<file path="config.mk">
export PLATFORM = sky130hd
export DESIGN_NAME = link_throughput_monitor
export DESIGN_NICKNAME = d
export VERILOG_FILES = /design/src/link_throughput_monitor_pkg.sv /design/src/link_throughput_monitor.sv /design/src/beat_byte_counter.sv
export VERILOG_INCLUDE_DIRS = /design/src
export SDC_FILE = /design/constraint.sdc
export NUM_CORES = 1
export LEC_CHECK = 0
export ABC_AREA = 1
export BUFFER_PORTS_ARGS = -buffer_cell sky130_fd_sc_hd__buf_2
export CAP_MARGIN = 0
export CORE_MARGIN = 3
export CORE_UTILIZATION = 45
export DETAILED_ROUTE_END_ITERATION = 12
export GPL_TIMING_DRIVEN = 0
export PLACE_DENSITY = 0.68
export SLEW_MARGIN = 20
export SYNTH_ARGS = -nofsm -noshare
export SYNTH_HDL_FRONTEND = slang
export SYNTH_SLANG_ARGS = --single-unit
</file>
<file path="constraint.sdc">
create_clock -name clk -period 14.1 [get_ports clk]
set_input_delay 1.41 -clock clk [delete_from_list [all_inputs] [get_ports clk]]
set_output_delay 1.41 -clock clk [all_outputs]
set_load 0.02 [all_outputs]
</file>
<file path="src/link_throughput_monitor_defines.svh">
`ifndef LINK_THROUGHPUT_MONITOR_DEFINES_SVH
`define LINK_THROUGHPUT_MONITOR_DEFINES_SVH

// clock rate and the reporting interval
`define CLK_FREQ_HZ 200000000
`define REPORT_INTERVAL_S 1
`define REPORT_INTERVAL_CYCLES (`CLK_FREQ_HZ * `REPORT_INTERVAL_S)

// transaction interface geometry
`define BEAT_BITS 128
`define BEAT_BYTES 16
`define KEEP_BITS 16
`define COUNT_BITS 32
`define BEAT_CNT_BITS 5

// tlp header decode: fmt/type sit in the first dword of the first beat
`define HDR_FMT_MSB 31
`define HDR_FMT_LSB 29
`define HDR_TYPE_MSB 28
`define HDR_TYPE_LSB 24
`define HDR_LEN_MSB 9
`define HDR_LEN_LSB 0
`define HDR_FMT_DATA_BIT 30
`define HDR_FMT_4DW_BIT 29
`define TYPE_MEM 5'h00
`define TYPE_CPL 5'h0a
`define HDR_BYTES_3DW 16'h000c
`define HDR_BYTES_4DW 16'h0010
`define DW_BYTES_SHIFT 2

`endif

</file>
<file path="src/link_throughput_monitor_pkg.sv">
package link_throughput_monitor_pkg;
  `include "link_throughput_monitor_defines.svh"

  typedef logic [`COUNT_BITS-1:0] count_t;
  typedef logic [`KEEP_BITS-1:0] keep_t;
  typedef logic [`BEAT_BITS-1:0] beat_t;
  typedef logic [`BEAT_CNT_BITS-1:0] beat_cnt_t;

  // payload classification of the packet in flight
  typedef enum logic [1:0] {
    idle_pkt,
    payload_pkt,
    header_only_pkt
  } pkt_state_t;
endpackage : link_throughput_monitor_pkg

</file>
<file path="src/link_throughput_monitor.sv">
`timescale 1ns/10ps
`include "link_throughput_monitor_defines.svh"

module link_throughput_monitor
  import link_throughput_monitor_pkg::*;
#(
  parameter int NUM_ENGINES = 2,
  parameter int TICK_CYCLES = `REPORT_INTERVAL_CYCLES
) (
  // clock and reset
  input wire logic clk,
  input wire logic rst,
  // outbound (card_to_system) transaction interface
  input wire link_throughput_monitor_pkg::beat_t tx_data,
  input wire link_throughput_monitor_pkg::keep_t tx_keep,
  input wire logic tx_valid,
  input wire logic tx_ready,
  input wire logic tx_last,
  // inbound (system_to_card) transaction interface
  input wire link_throughput_monitor_pkg::beat_t rx_data,
  input wire link_throughput_monitor_pkg::keep_t rx_keep,
  input wire logic rx_valid,
  input wire logic rx_ready,
  input wire logic rx_last,
  // dma engines' user-side streams
  input wire link_throughput_monitor_pkg::keep_t [NUM_ENGINES-1:0] eng_keep,
  input wire logic [NUM_ENGINES-1:0] eng_valid,
  input wire logic [NUM_ENGINES-1:0] eng_ready,
  // published counts, bytes in last second
  output link_throughput_monitor_pkg::count_t tx_total_bytes,
  output link_throughput_monitor_pkg::count_t rx_total_bytes,
  output link_throughput_monitor_pkg::count_t tx_payload_bytes,
  output link_throughput_monitor_pkg::count_t rx_payload_bytes,
  output link_throughput_monitor_pkg::count_t [NUM_ENGINES-1:0] eng_bytes,
  output logic counts_updated
);
  import link_throughput_monitor_pkg::*;

  localparam int TICK_W = $clog2(TICK_CYCLES + 1);
  localparam logic [TICK_W-1:0] TICK_LAST = TICK_W'(TICK_CYCLES - 1);

  logic [TICK_W-1:0] tick_cnt;
  logic tick;

  // one-second tick derived from clk
  always_ff @(posedge clk or posedge rst) begin
    if (rst) begin
      tick_cnt <= '0;
    end else if (tick) begin
      tick_cnt <= '0;
    end else begin
      tick_cnt <= tick_cnt + TICK_W'(1);
    end
  end

  assign tick = (tick_cnt == TICK_LAST);

  always_ff @(posedge clk or posedge rst) begin
    if (rst) begin
      counts_updated <= 1'b0;
    end else begin
      counts_updated <= tick;
    end
  end

  // valid bytes of a beat from its byte enables
  function automatic logic [15:0] keep_bytes(input keep_t k);
    logic [15:0] n;
    n = '0;
    for (int i = 0; i < `KEEP_BITS; i++) begin
      n = n + 16'(k[i]);
    end
    return n;
  endfunction : keep_bytes

  logic tx_fire;
  logic rx_fire;
  logic tx_first;
  logic rx_first;
  logic [15:0] tx_beat_bytes;
  logic [15:0] rx_beat_bytes;

  assign tx_fire = tx_valid && tx_ready;
  assign rx_fire = rx_valid && rx_ready;
  assign tx_beat_bytes = tx_fire ? keep_bytes(tx_keep) : 16'h0000;
  assign rx_beat_bytes = rx_fire ? keep_bytes(rx_keep) : 16'h0000;

  // start-of-packet trackers
  always_ff @(posedge clk or posedge rst) begin
    if (rst) begin
      tx_first <= 1'b1;
    end else if (tx_fire) begin
      tx_first <= tx_last;
    end
  end

  always_ff @(posedge clk or posedge rst) begin
    if (rst) begin
      rx_first <= 1'b1;
    end else if (rx_fire) begin
      rx_first <= rx_last;
    end
  end

  // header decode of first beat: header length and payload class
  logic tx_is_mwr;
  logic rx_is_cpld;
  logic [15:0] tx_hdr_len;
  logic [15:0] rx_hdr_len;

  assign tx_is_mwr = tx_data[`HDR_FMT_DATA_BIT] &&
    (tx_data[`HDR_TYPE_MSB:`HDR_TYPE_LSB] == `TYPE_MEM);
  assign rx_is_cpld = rx_data[`HDR_FMT_DATA_BIT] &&
    (rx_data[`HDR_TYPE_MSB:`HDR_TYPE_LSB] == `TYPE_CPL);
  assign tx_hdr_len = tx_data[`HDR_FMT_4DW_BIT] ? `HDR_BYTES_4DW : `HDR_BYTES_3DW;
  assign rx_hdr_len = rx_data[`HDR_FMT_4DW_BIT] ? `HDR_BYTES_4DW : `HDR_BYTES_3DW;

  pkt_state_t tx_state;
  pkt_state_t rx_state;

  always_ff @(posedge clk or posedge rst) begin
    if (rst) begin
      tx_state <= idle_pkt;
    end else if (tx_fire) begin
      case (tx_state)
        idle_pkt: begin
          if (tx_last) begin
            tx_state <= idle_pkt;
          end else begin
            tx_state <= tx_is_mwr ? payload_pkt : header_only_pkt;
          end
        end
        payload_pkt, header_only_pkt: begin
          if (tx_last) begin
            tx_state <= idle_pkt;
          end
        end
        default: tx_state <= idle_pkt;
      endcase
    end
  end

  always_ff @(posedge clk or posedge rst) begin
    if (rst) begin
      rx_state <= idle_pkt;
    end else if (rx_fire) begin
      case (rx_state)
        idle_pkt: begin
          if (rx_last) begin
            rx_state <= idle_pkt;
          end else begin
            rx_state <= rx_is_cpld ? payload_pkt : header_only_pkt;
          end
        end
        payload_pkt, header_only_pkt: begin
          if (rx_last) begin
            rx_state <= idle_pkt;
          end
        end
        default: rx_state <= idle_pkt;
      endcase
    end
  end

  // payload bytes of memory-write (tx) and completion-with-data (rx) packets: first beat less its header, later beats whole
  logic [15:0] tx_pay;
  logic [15:0] rx_pay;

  always_comb begin
    tx_pay = 16'h0000;
    if (tx_fire) begin
      if (tx_first) begin
        if (tx_is_mwr && tx_beat_bytes > tx_hdr_len) begin
          tx_pay = tx_beat_bytes - tx_hdr_len;
        end
      end else if (tx_state == payload_pkt) begin
        tx_pay = tx_beat_bytes;
      end
    end
  end

  always_comb begin
    rx_pay = 16'h0000;
    if (rx_fire) begin
      if (rx_first) begin
        if (rx_is_cpld && rx_beat_bytes > rx_hdr_len) begin
          rx_pay = rx_beat_bytes - rx_hdr_len;
        end
      end else if (rx_state == payload_pkt) begin
        rx_pay = rx_beat_bytes;
      end
    end
  end

  beat_byte_counter #(.WIDTH(`COUNT_BITS), .ADD_WIDTH(16)) u_tx_total (
    .clk(clk), .rst(rst), .add_bytes(tx_beat_bytes), .tick(tick), .count(tx_total_bytes)
  );
  beat_byte_counter #(.WIDTH(`COUNT_BITS), .ADD_WIDTH(16)) u_rx_total (
    .clk(clk), .rst(rst), .add_bytes(rx_beat_bytes), .tick(tick), .count(rx_total_bytes)
  );
  beat_byte_counter #(.WIDTH(`COUNT_BITS), .ADD_WIDTH(16)) u_tx_pay (
    .clk(clk), .rst(rst), .add_bytes(tx_pay), .tick(tick), .count(tx_payload_bytes)
  );
  beat_byte_counter #(.WIDTH(`COUNT_BITS), .ADD_WIDTH(16)) u_rx_pay (
    .clk(clk), .rst(rst), .add_bytes(rx_pay), .tick(tick), .count(rx_payload_bytes)
  );

  // one completed byte counter per dma engine
  for (genvar g = 0; g < NUM_ENGINES; g++) begin : g_eng
    logic [15:0] eng_add;
    assign eng_add = (eng_valid[g] && eng_ready[g]) ? keep_bytes(eng_keep[g]) : 16'h0000;
    beat_byte_counter #(.WIDTH(`COUNT_BITS), .ADD_WIDTH(16)) u_eng (
      .clk(clk), .rst(rst), .add_bytes(eng_add), .tick(tick), .count(eng_bytes[g])
    );
  end

endmodule : link_throughput_monitor

</file>
<file path="src/beat_byte_counter.sv">
`timescale 1ns/10ps
`include "link_throughput_monitor_defines.svh"

// one accumulator: adds a per-cycle byte amount, dumps and restarts on tick
module beat_byte_counter #(
  parameter int WIDTH = `COUNT_BITS,
  parameter int ADD_WIDTH = 16
) (
  // clock and reset
  input wire logic clk,
  input wire logic rst,
  // accumulation
  input wire logic [ADD_WIDTH-1:0] add_bytes,
  input wire logic tick,
  // published count
  output logic [WIDTH-1:0] count
);

  logic [WIDTH-1:0] running;
  logic [WIDTH-1:0] add_ext;

  assign add_ext = WIDTH'(add_bytes);

  // bytes of the tick cycle start the next interval rather than being lost
  always_ff @(posedge clk or posedge rst) begin
    if (rst) begin
      running <= '0;
    end else if (tick) begin
      running <= add_ext;
    end else begin
      running <= running + add_ext;
    end
  end

  always_ff @(posedge clk or posedge rst) begin
    if (rst) begin
      count <= '0;
    end else if (tick) begin
      count <= running;
    end
  end

endmodule : beat_byte_counter

</file>
=== Word-level counts from Yosys, hierarchy flattened ===
Index checks and enable logic that the tools add are counted.

* Add/subtract/negate cells: 69
* $lt $le $gt $ge: 2
* Equal/unequal tests: 8
* Multiplexer cells: 29
* Reduce and logical (&&, ||, !) cells: 15

{| class="wikitable"
|+ Operators by type and width
! kind !! number
|-
| $add A32 B16 Y32 || 6
|-
| $mux W16 || 12
|-
| $mux W32 || 6
|-
| $add A15 B1 Y16 || 4
|-
| $add A14 B1 Y15 || 4
|-
| $add A13 B1 Y14 || 4
|-
| $add A12 B1 Y13 || 4
|-
| $add A11 B1 Y12 || 4
|-
| $add A10 B1 Y11 || 4
|-
| $add A9 B1 Y10 || 4
|-
| $add A8 B1 Y9 || 4
|-
| $add A7 B1 Y8 || 4
|-
| $gt A16 B5 Y1 || 2
|-
| $sub A16 B5 Y16 || 2
|-
| $add A28 B1 Y28 const B || 1
|-
| $add A6 B1 Y7 || 4
|-
| $eq A28 B28 Y1 const B || 1
|-
| $mux W28 || 1
|-
| $add A5 B1 Y6 || 4
|-
| $add A4 B1 Y5 || 4
|-
| $add A3 B1 Y4 || 4
|-
| $add A2 B1 Y3 || 4
|-
| $mux W2 || 6
|-
| $mux W5 || 2
|-
| 11 further kinds || 28
|}

* Register bits: 419
* Logic and storage cells: 141

=== Logic depth before layout (Yosys ltp) ===
Gate-level depths: netlist (run 1).

* Word-level depth: 23
* Depth in mapped cells: 35

=== Hierarchy ===
Synthesis (run 1) repeated with hierarchy kept, for this count alone.

* Cell total of the unflattened synthesis: 4077
* Area total of the unflattened synthesis: 28005.6 um2

{| class="wikitable"
|+ Modules (own cells, without submodules)
! module !! times used !! cells an instance !! area an instance (um2) !! sequential area each (um2)
|-
| beat_byte_counter at g_eng[0].u_eng ... || 4 || 589 || 3987.6 || 1601.5
|-
| beat_byte_counter at u_rx_pay ... || 2 || 590 || 3992.6 || 1601.5
|-
| link_throughput_monitor || 1 || 541 || 4070.2 || 878.3
|}

=== Worst setup path after synthesis (run 1) ===
No wires, ideal clock.

* Path type: input -> register
* From: input port tx_keep[0]
* To: register u_tx_pay.running[16]
* Setup time: 119 ps
* Arrival: 6756 ps
* Data required time: 13981 ps
* Setup slack: 7225 ps
* Cell stages on the path: 31
* Buffers on the path: 0
* Cells stage by stage: inv_1 -> fa_1 -> fa_1 -> fa_1 -> fa_1 -> inv_1 -> ha_1 -> fa_1 -> nand2_1 -> nand3_1 -> ha_1 -> fa_1 -> inv_1 -> fa_1 -> inv_1 -> nor2_1 -> o21ai_0 -> nand2_1 -> nand2_1 -> nor2_1 -> ha_1 -> inv_1 -> fa_1 -> inv_1 -> nand3_1 -> nand3_1 -> nand2_1 -> nand3_1 -> nand3_1 -> a21oi_1 -> nor2_1

* Word-level cells in the longest chain between the ends: 23
* Elaborated cells on any way between the ends: 25

{| class="wikitable"
|+ RTL lines
! element !! line !! text
|-
| start: declaration || link_throughput_monitor.sv:15 || <nowiki>input wire link_throughput_monitor_pkg::keep_t tx_keep,</nowiki>
|-
| $add A1 B1 Y2 (*) || link_throughput_monitor.sv:71 || <nowiki>n = n + 16'(k[i]);</nowiki>
|-
| $add A2 B1 Y3 (*) || link_throughput_monitor.sv:71 ||
|-
| $add A3 B1 Y4 (*) || link_throughput_monitor.sv:71 ||
|-
| $add A4 B1 Y5 (*) || link_throughput_monitor.sv:71 ||
|-
| $add A5 B1 Y6 (*) || link_throughput_monitor.sv:71 ||
|-
| $add A6 B1 Y7 (*) || link_throughput_monitor.sv:71 ||
|-
| $add A7 B1 Y8 (*) || link_throughput_monitor.sv:71 ||
|-
| $add A8 B1 Y9 (*) || link_throughput_monitor.sv:71 ||
|-
| [7 not listed] || n/a ||
|-
| $mux W16 (*) || link_throughput_monitor.sv:85 || <nowiki>assign tx_beat_bytes = tx_fire ? keep_bytes(tx_keep) : 16'h0000;</nowiki>
|-
| $gt A16 B5 Y1 || link_throughput_monitor.sv:173 || <nowiki>if (tx_is_mwr && tx_beat_bytes > tx_hdr_len) begin</nowiki>
|-
| $logic_and A1 B1 Y1 || link_throughput_monitor.sv:173 ||
|-
| $mux W16 || link_throughput_monitor.sv:173 ||
|-
| $mux W16 (*) || link_throughput_monitor.sv:172 || <nowiki>if (tx_first) begin</nowiki>
|-
| $mux W16 (*) || link_throughput_monitor.sv:171 || <nowiki>if (tx_fire) begin</nowiki>
|-
| $add A32 B16 Y32 (*) || beat_byte_counter.sv:31 || <nowiki>running <= running + add_ext;</nowiki>
|-
| $mux W32 (*) || beat_byte_counter.sv:28 || <nowiki>end else if (tick) begin</nowiki>
|-
| end signal: assignment || beat_byte_counter.sv:29 || <nowiki>running <= add_ext;</nowiki>
|-
| end signal: assignment || beat_byte_counter.sv:31 ||
|-
| end: declaration || beat_byte_counter.sv:19 || <nowiki>logic [WIDTH-1:0] running;</nowiki>
|}

Mark *: on every way between the ends. The rest lies on a longest branch, timed or not.
A chain may end at the register's enable or synchronous reset.

=== Final worst setup path (run 1) ===
* From: input port tx_keep[0]
* To: register u_tx_pay.running[20]

The elaborated chain is that of the path after synthesis.

==> results of run 1 <==
==> state kept, by name, indices dropped and copies added, names as in the netlist <==
| register | cells |
|---|---|
| counts_updated | 1 |
| g_eng.u_eng.count | 64 |
| g_eng.u_eng.running | 64 |
| rx_first | 1 |
| rx_state | 2 |
| tick_cnt | 28 |
| tx_first | 1 |
| tx_state | 2 |
| u_rx_pay.count | 32 |
| u_rx_pay.running | 32 |
| u_rx_total.count | 32 |
| u_rx_total.running | 32 |
| u_tx_pay.count | 32 |
| u_tx_pay.running | 32 |
| u_tx_total.count | 32 |
| u_tx_total.running | 32 |
==> cell usage after synthesis (all sizes together) <==
master and instances:
nand4 44, dfstp 2, nor4 7, o21ai 211
xnor2 15, nand2 1080, buf 59, o22ai 4
o21a 4, clkbuf 10, o21bai 5, conb 1
o211ai 2, inv 457, nor2 369, fa 50
and3 2, ha 83, xor2 51, or2 13
nand3b 3, nor3 81, a21o 4, a21boi 1
nor3b 3, dfrtp 417, o2111ai 1, nand3 156
a21oi 101, and2 5, a31oi 3
==> cell type report <==
cell class | instances | area [sq um]
antenna | 2 | 5.005
buffer | 69 | 489.2
clock buffer | 70 | 1383
clock inverter | 18 | 310.3
fill | 5074 | 24600
inverter | 457 | 1723
multi-input combinational | 2308 | 11810
sequential | 419 | 10490
tap | 688 | 860.8
timing repair buffer | 286 | 1521
==> per-layer routing <==
metal / up-vias / global-route usage / share of wire
li1: 10840 / - / -
met1: 10340 / 0.3548 / 0.45
met2: 706 / 0.4050 / 0.45
met3: 107 / 0.04338 / 0.072
met4: 0 / 0.07055 / 0.027
met5: - / 0 / 0
==> worst paths after layout <==
path	end	slack (ps)
min reg2reg	tick_cnt[0]	460
max in group asynchronous	u_tx_pay.running[26]	11540
max	u_tx_pay.running[20]	6950
min	tick_cnt[0]	460
min in group asynchronous	g_eng[0].u_eng.count[18]	890
max reg2reg	u_rx_pay.running[20]	10820
==> power by group <==
part	switching (uW)	internal, uW	leakage [uW]	total, uW
clock network	532	812	0.000833	1340
registers	101	1320	0.00543	1430
logic	647	371	0.00954	1020
==> through the flow <==
step / total power, uW / hold slack [ps] / util / std cells / cell area [sq um]
2_1_floorplan: 2190 / 432.7 / - / 3253 / 24500
6_report: 3788 / 463.3 / 0.5375 / 4317 / 28580
5_1_grt: 4043 / 486.7 / 0.5375 / 4316 / 28580
3_5_place_dp: 2447 / 454.0 / 0.5056 / 4227 / 26890
4_1_cts: 3802 / 468.3 / 0.5374 / 4315 / 28580
3_3_place_gp: 2422 / 447.3 / 0.5034 / 4223 / 26770
==> cell usage in the layout, fill, tap and decap left out, types with 51 or more instances in the layout <==
cell type and n:
a21oi_1 101, buf_2 313, dfrtp_1 417, ha_1 83, inv_1 452, nand2_1 1080, nand3_1 155, nor2_1 366
nor3_1 79, o21ai_0 100, o21ai_2 70, xor2_1 51
==> worst reg2reg max path, delay by kind of cell, from the launching register on <==
kind,cells,cell delay [ps]
AOI/OAI and AO/OA,2,400
adders and majority gates,1,410
buffers and inverters,2,170
DFF,1,550
and+or+nand+nor,9,1680
==> logic make-up (layout without fill, tap and decap cells) <==
kind of cell,after synthesis,in the layout
AO/OA/AOI/OAI,336,336
XOR/XNOR,66,66
adder cells (fa/ha/maj),133,133
buffers and inverters,526,900
flip-flops,419,419
other,1,12
AND/OR/NAND/NOR,1763,1763
==> flow_summary.json, run 1 <==
{
  "min_from": "tick_cnt[0]",
  "cp_top_family": "adder cells",
  "ir_drop_uv": 86.46,
  "viasPerCell": 5.095,
  "fmax_mhz": 139.8,
  "start_util": 0.4600,
  "synthSimpleGateAreaFrac": 0.2924,
  "dp_hpwl_mm": 55.09,
  "ctsResizeCount": 0,
  "root_buffer": "clkbuf_16",
  "finalNetCount": 4053,
  "die_h_microns": 239.2,
  "critPathLaunchType": "primary input",
  "ios": 525,
  "syn_avg_cell_area_sq_um": 7.541,
  "cts_tree": "built",
  "fin_ws_ps": 6946,
  "synth_top_cell_by_area": "dfrtp_1",
  "synthAdderAreaFrac": 0.08337,
  "power_density_nw_per_um2": 132.5,
  "clk_pin_slew_worst_paths_ps": 60,
  "fin_crit_ps": 7154,
  "end_kind": "flip-flop",
  "cts_sinks": 419,
  "die_w_microns": 239.2,
  "vias": 21990,
  "r2r_start": "rx_first",
  "drtIter0Drc": 1696,
  "hp-class": "flip-flop to flip-flop",
  "gp_congestion": 0.9474,
  "status": "finished clean",
  "cp.buffers_inverters": 6,
  "power_leakage_uw": 0.01580,
  "grt_pass1_vias": 21040,
  "yosys_warnings": 0,
  "min_period_over_period": 0.5074,
  "routed_wl_mm": 72.24,
  "syn_inst": 3244,
  "ys_seq_elements": 419,
  "tns_ps": 0,
  "ant_nets": 0,
  "synthMuxAreaShare": 0,
  "grt_pass1_wl_mm": 113.4,
  "clk_latency_ps": 600,
  "clk_path_buf_depth": 3,
  "wl_per_cell_microns": 16.73,
  "r2r_cells": 14,
  "fin_skew_ps": 25.01,
  "grt_max_degree": 102,
  "yosys.area_share.xor_xnor": 0.02363,
  "slowest_delay_ps": 560,
  "worstMarginPinSlew_ps": 1071,
  "drv_slew": 0,
  "finalSetupViolations": 0,
  "maxSlewHeadroom": 0.2860,
  "yosysUniqueCellTypes": 42,
  "drc": 0,
  "cts.htree.levels": 2,
  "synth_area_leaders": "dfrtp_1, nand2_1, inv_1",
  "numCtsBuffers": 47,
  "cts_hold_buffers": 0,
  "area_growth_pct": 16.85,
  "finalHoldViolations": 0,
  "drive_gt1_frac": 0.1425,
  "crit_type": "primary input to flip-flop",
  "critPathMostFrequentCell": "fa_1",
  "cp_slowest_cell": "fa_1",
  "netlist_area_sq_um": 24460,
  "postCtsSetupRepairBufs": 0,
  "cp-startpoint": "tx_keep[0]",
  "grt_overflow": 0,
  "grt_util_all_layers": 0.2526,
  "dpl_worst_slack_ps": 6370,
  "cp_num_cells": 29,
  "synth_top_area_share": 0.4266,
  "synth_top_family_by_area": "simple AND/OR/NAND/NOR gates",
  "rsz0062_at_grt": "false",
  "synth_compound_area_frac": 0.08163,
  "coreArea_sq_um": 53180,
  "rows": 84,
  "crit_fanout": 7,
  "io_buffers": 282,
  "dr.pass1.iters": 5,
  "antenna_found_initial": 1,
  "critPathRequiredTime_ps": 14620,
  "arrival_ps": 7680,
  "die_area_sq_um": 57200,
  "ys_seq_area_frac": 0.4287,
  "cap_violations": 0,
  "min_path_cells": 1
}
Note: power is estimated with default switching activity, not from simulation.
==> run 2: changes to the inputs <==
--- a/config.mk
+++ b/config.mk
@@ -6,14 +6,14 @@
 export SDC_FILE = /design/constraint.sdc
 export NUM_CORES = 1
 export LEC_CHECK = 0
-export ABC_AREA = 1
+export ABC_AREA = 0
 export BUFFER_PORTS_ARGS = -buffer_cell sky130_fd_sc_hd__buf_2
 export CAP_MARGIN = 0
 export CORE_MARGIN = 3
 export CORE_UTILIZATION = 45
 export DETAILED_ROUTE_END_ITERATION = 12
 export GPL_TIMING_DRIVEN = 0
-export PLACE_DENSITY = 0.68
+export PLACE_DENSITY = 0.69
 export SLEW_MARGIN = 20
 export SYNTH_ARGS = -nofsm -noshare
 export SYNTH_HDL_FRONTEND = slang
==> constraint.sdc (replaced) <==
create_clock -name clk -period 7 [get_ports clk]
set_input_delay 0.7 -clock clk [delete_from_list [all_inputs] [get_ports clk]]
set_output_delay 0.7 -clock clk [all_outputs]
set_load 0.02 [all_outputs]
==> flow_summary.json, run 2 <==
{
  "cts.htree.levels": 2,
  "synth_area_leaders": "dfrtp_1, nand2_1, ha_1",
  "drive_gt1_frac": 0.1839,
  "vias": 17640,
  "worstMarginPinSlew_ps": 942.1,
  "grt_max_degree": 36,
  "reg.largest.list": "g_eng.u_eng.count: 64 flops, g_eng.u_eng.running: 64 flops",
  "postSynth.asyncResetShare": 1.000,
  "status": "finished clean",
  "syn_inst": 2360,
  "dp_hpwl_mm": 43.45,
  "routed_wl_mm": 58.11,
  "clk_latency_ps": 590,
  "synth_top_area_share": 0.4776,
  "grt_pass1_wl_mm": 92.43,
  "viasPerCell": 5.224,
  "start_util": 0.4566,
  "grt_util_all_layers": 0.2266,
  "drtIter0Drc": 1050,
  "synth.most_common_cell": "nand2_1",
  "clk_path_buf_depth": 3,
  "root_buffer": "clkbuf_16",
  "ir_drop_uv": 178.0,
  "power_leakage_uw": 0.01406,
  "netlist_area_sq_um": 21850,
  "die_w_microns": 226.3,
  "synth_flop_cell": "dfrtp_1",
  "area_growth_pct": 19.84,
  "grt_pass1_vias": 17680,
  "slowest_delay_ps": 550,
  "critPathRequiredTime_ps": 7490,
  "final_common_cell": "nand2_1",
  "wl_per_cell_microns": 17.21,
  "hp-class": "primary input to asynchronous set/reset pin",
  "dr.pass1.iters": 8,
  "finalSetupViolations": 0,
  "cts_tree": "built",
  "gp_congestion": 0.9184,
  "ys_top_cells_by_count": "nand2_1, dfrtp_1, nor2_1",
  "mostFrequentLayoutCells": "nand2_1, dfrtp_1, buf_2",
  "synth_top_cell_by_area": "dfrtp_1",
  "ys_seq_elements": 419,
  "die_area_sq_um": 51230,
  "end_kind": "flip-flop",
  "num_antenna_cells": 0,
  "synth_edf_count": 0,
  "fin_util": 0.5472,
  "clk_pin_slew_worst_paths_ps": 60,
  "drc": 0,
  "design_area_sq_um": 26180,
  "cap_violations": 0,
  "arrival_ps": 7190,
  "power_density_nw_per_um2": 277.5,
  "fin_crit_ps": 6695,
  "ys_seq_area_frac": 0.4800,
  "fmax_mhz": 149.4,
  "numCtsBuffers": 48,
  "critPathLaunchType": "primary input",
  "power_uw": 7265,
  "drv_slew": 0,
  "crit_fanout": 10,
  "place_area_sq_um": 24360,
  "crit_type": "primary input to flip-flop",
  "die_h_microns": 226.3,
  "fin_skew_ps": 29.86,
  "coreArea_sq_um": 47850,
  "finalNetCount": 3191,
  "cts_sinks": 419,
  "syn_avg_cell_area_sq_um": 9.257,
  "io_buffers": 282,
  "critPathMostFrequentCell": "fa_1",
  "yosysUniqueCellTypes": 73,
  "ios": 525,
  "ant_nets": 0,
  "antenna_found_initial": 5,
  "cp_slowest_cell": "fa_1",
  "grt_overflow": 0,
  "finalHoldViolations": 0,
  "yosys_warnings": 0,
  "maxSlewHeadroom": 0.3719,
  "min_period_over_period": 0.9565,
  "rows": 80
}
## run 2: cell types whose count changed in the layout (fill, tap and decap cells not counted), sizes merged, moves of 21 or more
| cell | delta |
|---|---|
| nand2 | -384 |
| inv | -327 |
| nor2 | -202 |
| o21ai | -130 |
| nand3 | -97 |
| xnor2 | +63 |
| nor3 | -51 |
| xor2 | +36 |
| and3 | +34 |
| a21oi | -25 |
| a21o | +21 |
## run 2: critical path: cells and delay by family
family                   cells  cell delay [ps]
AO/OA/AOI/OAI                6             1110
XOR/XNOR                     1              190
adder cells (fa/ha/maj)     11             3870
buffers and inverters        6              490
multiplexers                 1              200
AND/OR/NAND/NOR              4              610
## run 2: cell families after synthesis
family | synth area share
mux | 0.01180
xor+xnor | 0.06615
simple gates | 0.2337
compound gates | 0.07239
fa+ha+maj | 0.09335
other cells | 0.0001716
flops | 0.4800
buf+inv | 0.04238
## run 2: layout make-up
cell class / count / area [sq um]
clock buffers: 73 / 1436
well taps: 615 / 769.5
flip-flops and latches: 419 / 10490
repair buffers: 307 / 1782
inverters: 131 / 495.5
fillers: 4275 / 21660
clock inverters: 13 / 175.2
plain buffers: 84 / 436.7
multi-input cells: 1735 / 10600
## run 2: per-stage QoR
stage | hold slack [ps] | cells | TNS [ps] | worst slack [ps]
final | 131.8 | 3377 | 0 | 304.6
after CTS | 104.1 | 3368 | 0 | 22.29
after global placement | 448.6 | 3266 | -719960 | -1724
after floorplan | 425.1 | 2369 | 0 | 13.96
after global routing | 129.4 | 3377 | -28.84 | -19.08
after detailed placement | 450.3 | 3280 | -23390 | -806.1
## run 2: routing by layer
layer	track usage	up-vias	routed length (microns)
met5	0	-	57
met4	0.06946	10	1664
met3	0.05282	109	3817
met2	0.3672	480	26590
met1	0.3043	8577	25980
li1	-	8467	-
## run 2: what timing repair did
item | CTS | global route
pin swaps | 2 | 11
hold buffers | 0 | 0
buffers inserted | 2 | 9
resized for setup | 3 | 24
endpoints found under the setup margin | 15 | 36
cloned | 0 | 0
## run 2: path summary, 6_finish.rpt
check	from	to	slack [ps]	cells past startpoint
max	tx_keep[0]	u_tx_pay.running[30]	300	29
min reg2reg	g_eng[0].u_eng.count[16]	g_eng[0].u_eng.count[16]	460	2
max in group asynchronous	rst	u_rx_pay.count[10]	5660	6
min	rst	g_eng[1].u_eng.count[16]	130	2
max reg2reg	tx_first	u_tx_pay.running[30]	3430	15
min in group clk	rx_last	rx_first	350	3
## run 2: report_power, final
part	total (uW)	internal [uW]	switching (uW)	leakage [uW]
clock network	2560	1560	1010	0.000793
registers	2830	2640	189	0.00564
logic	1870	824	1050	0.00762
total	7260	5020	2240	0.0141
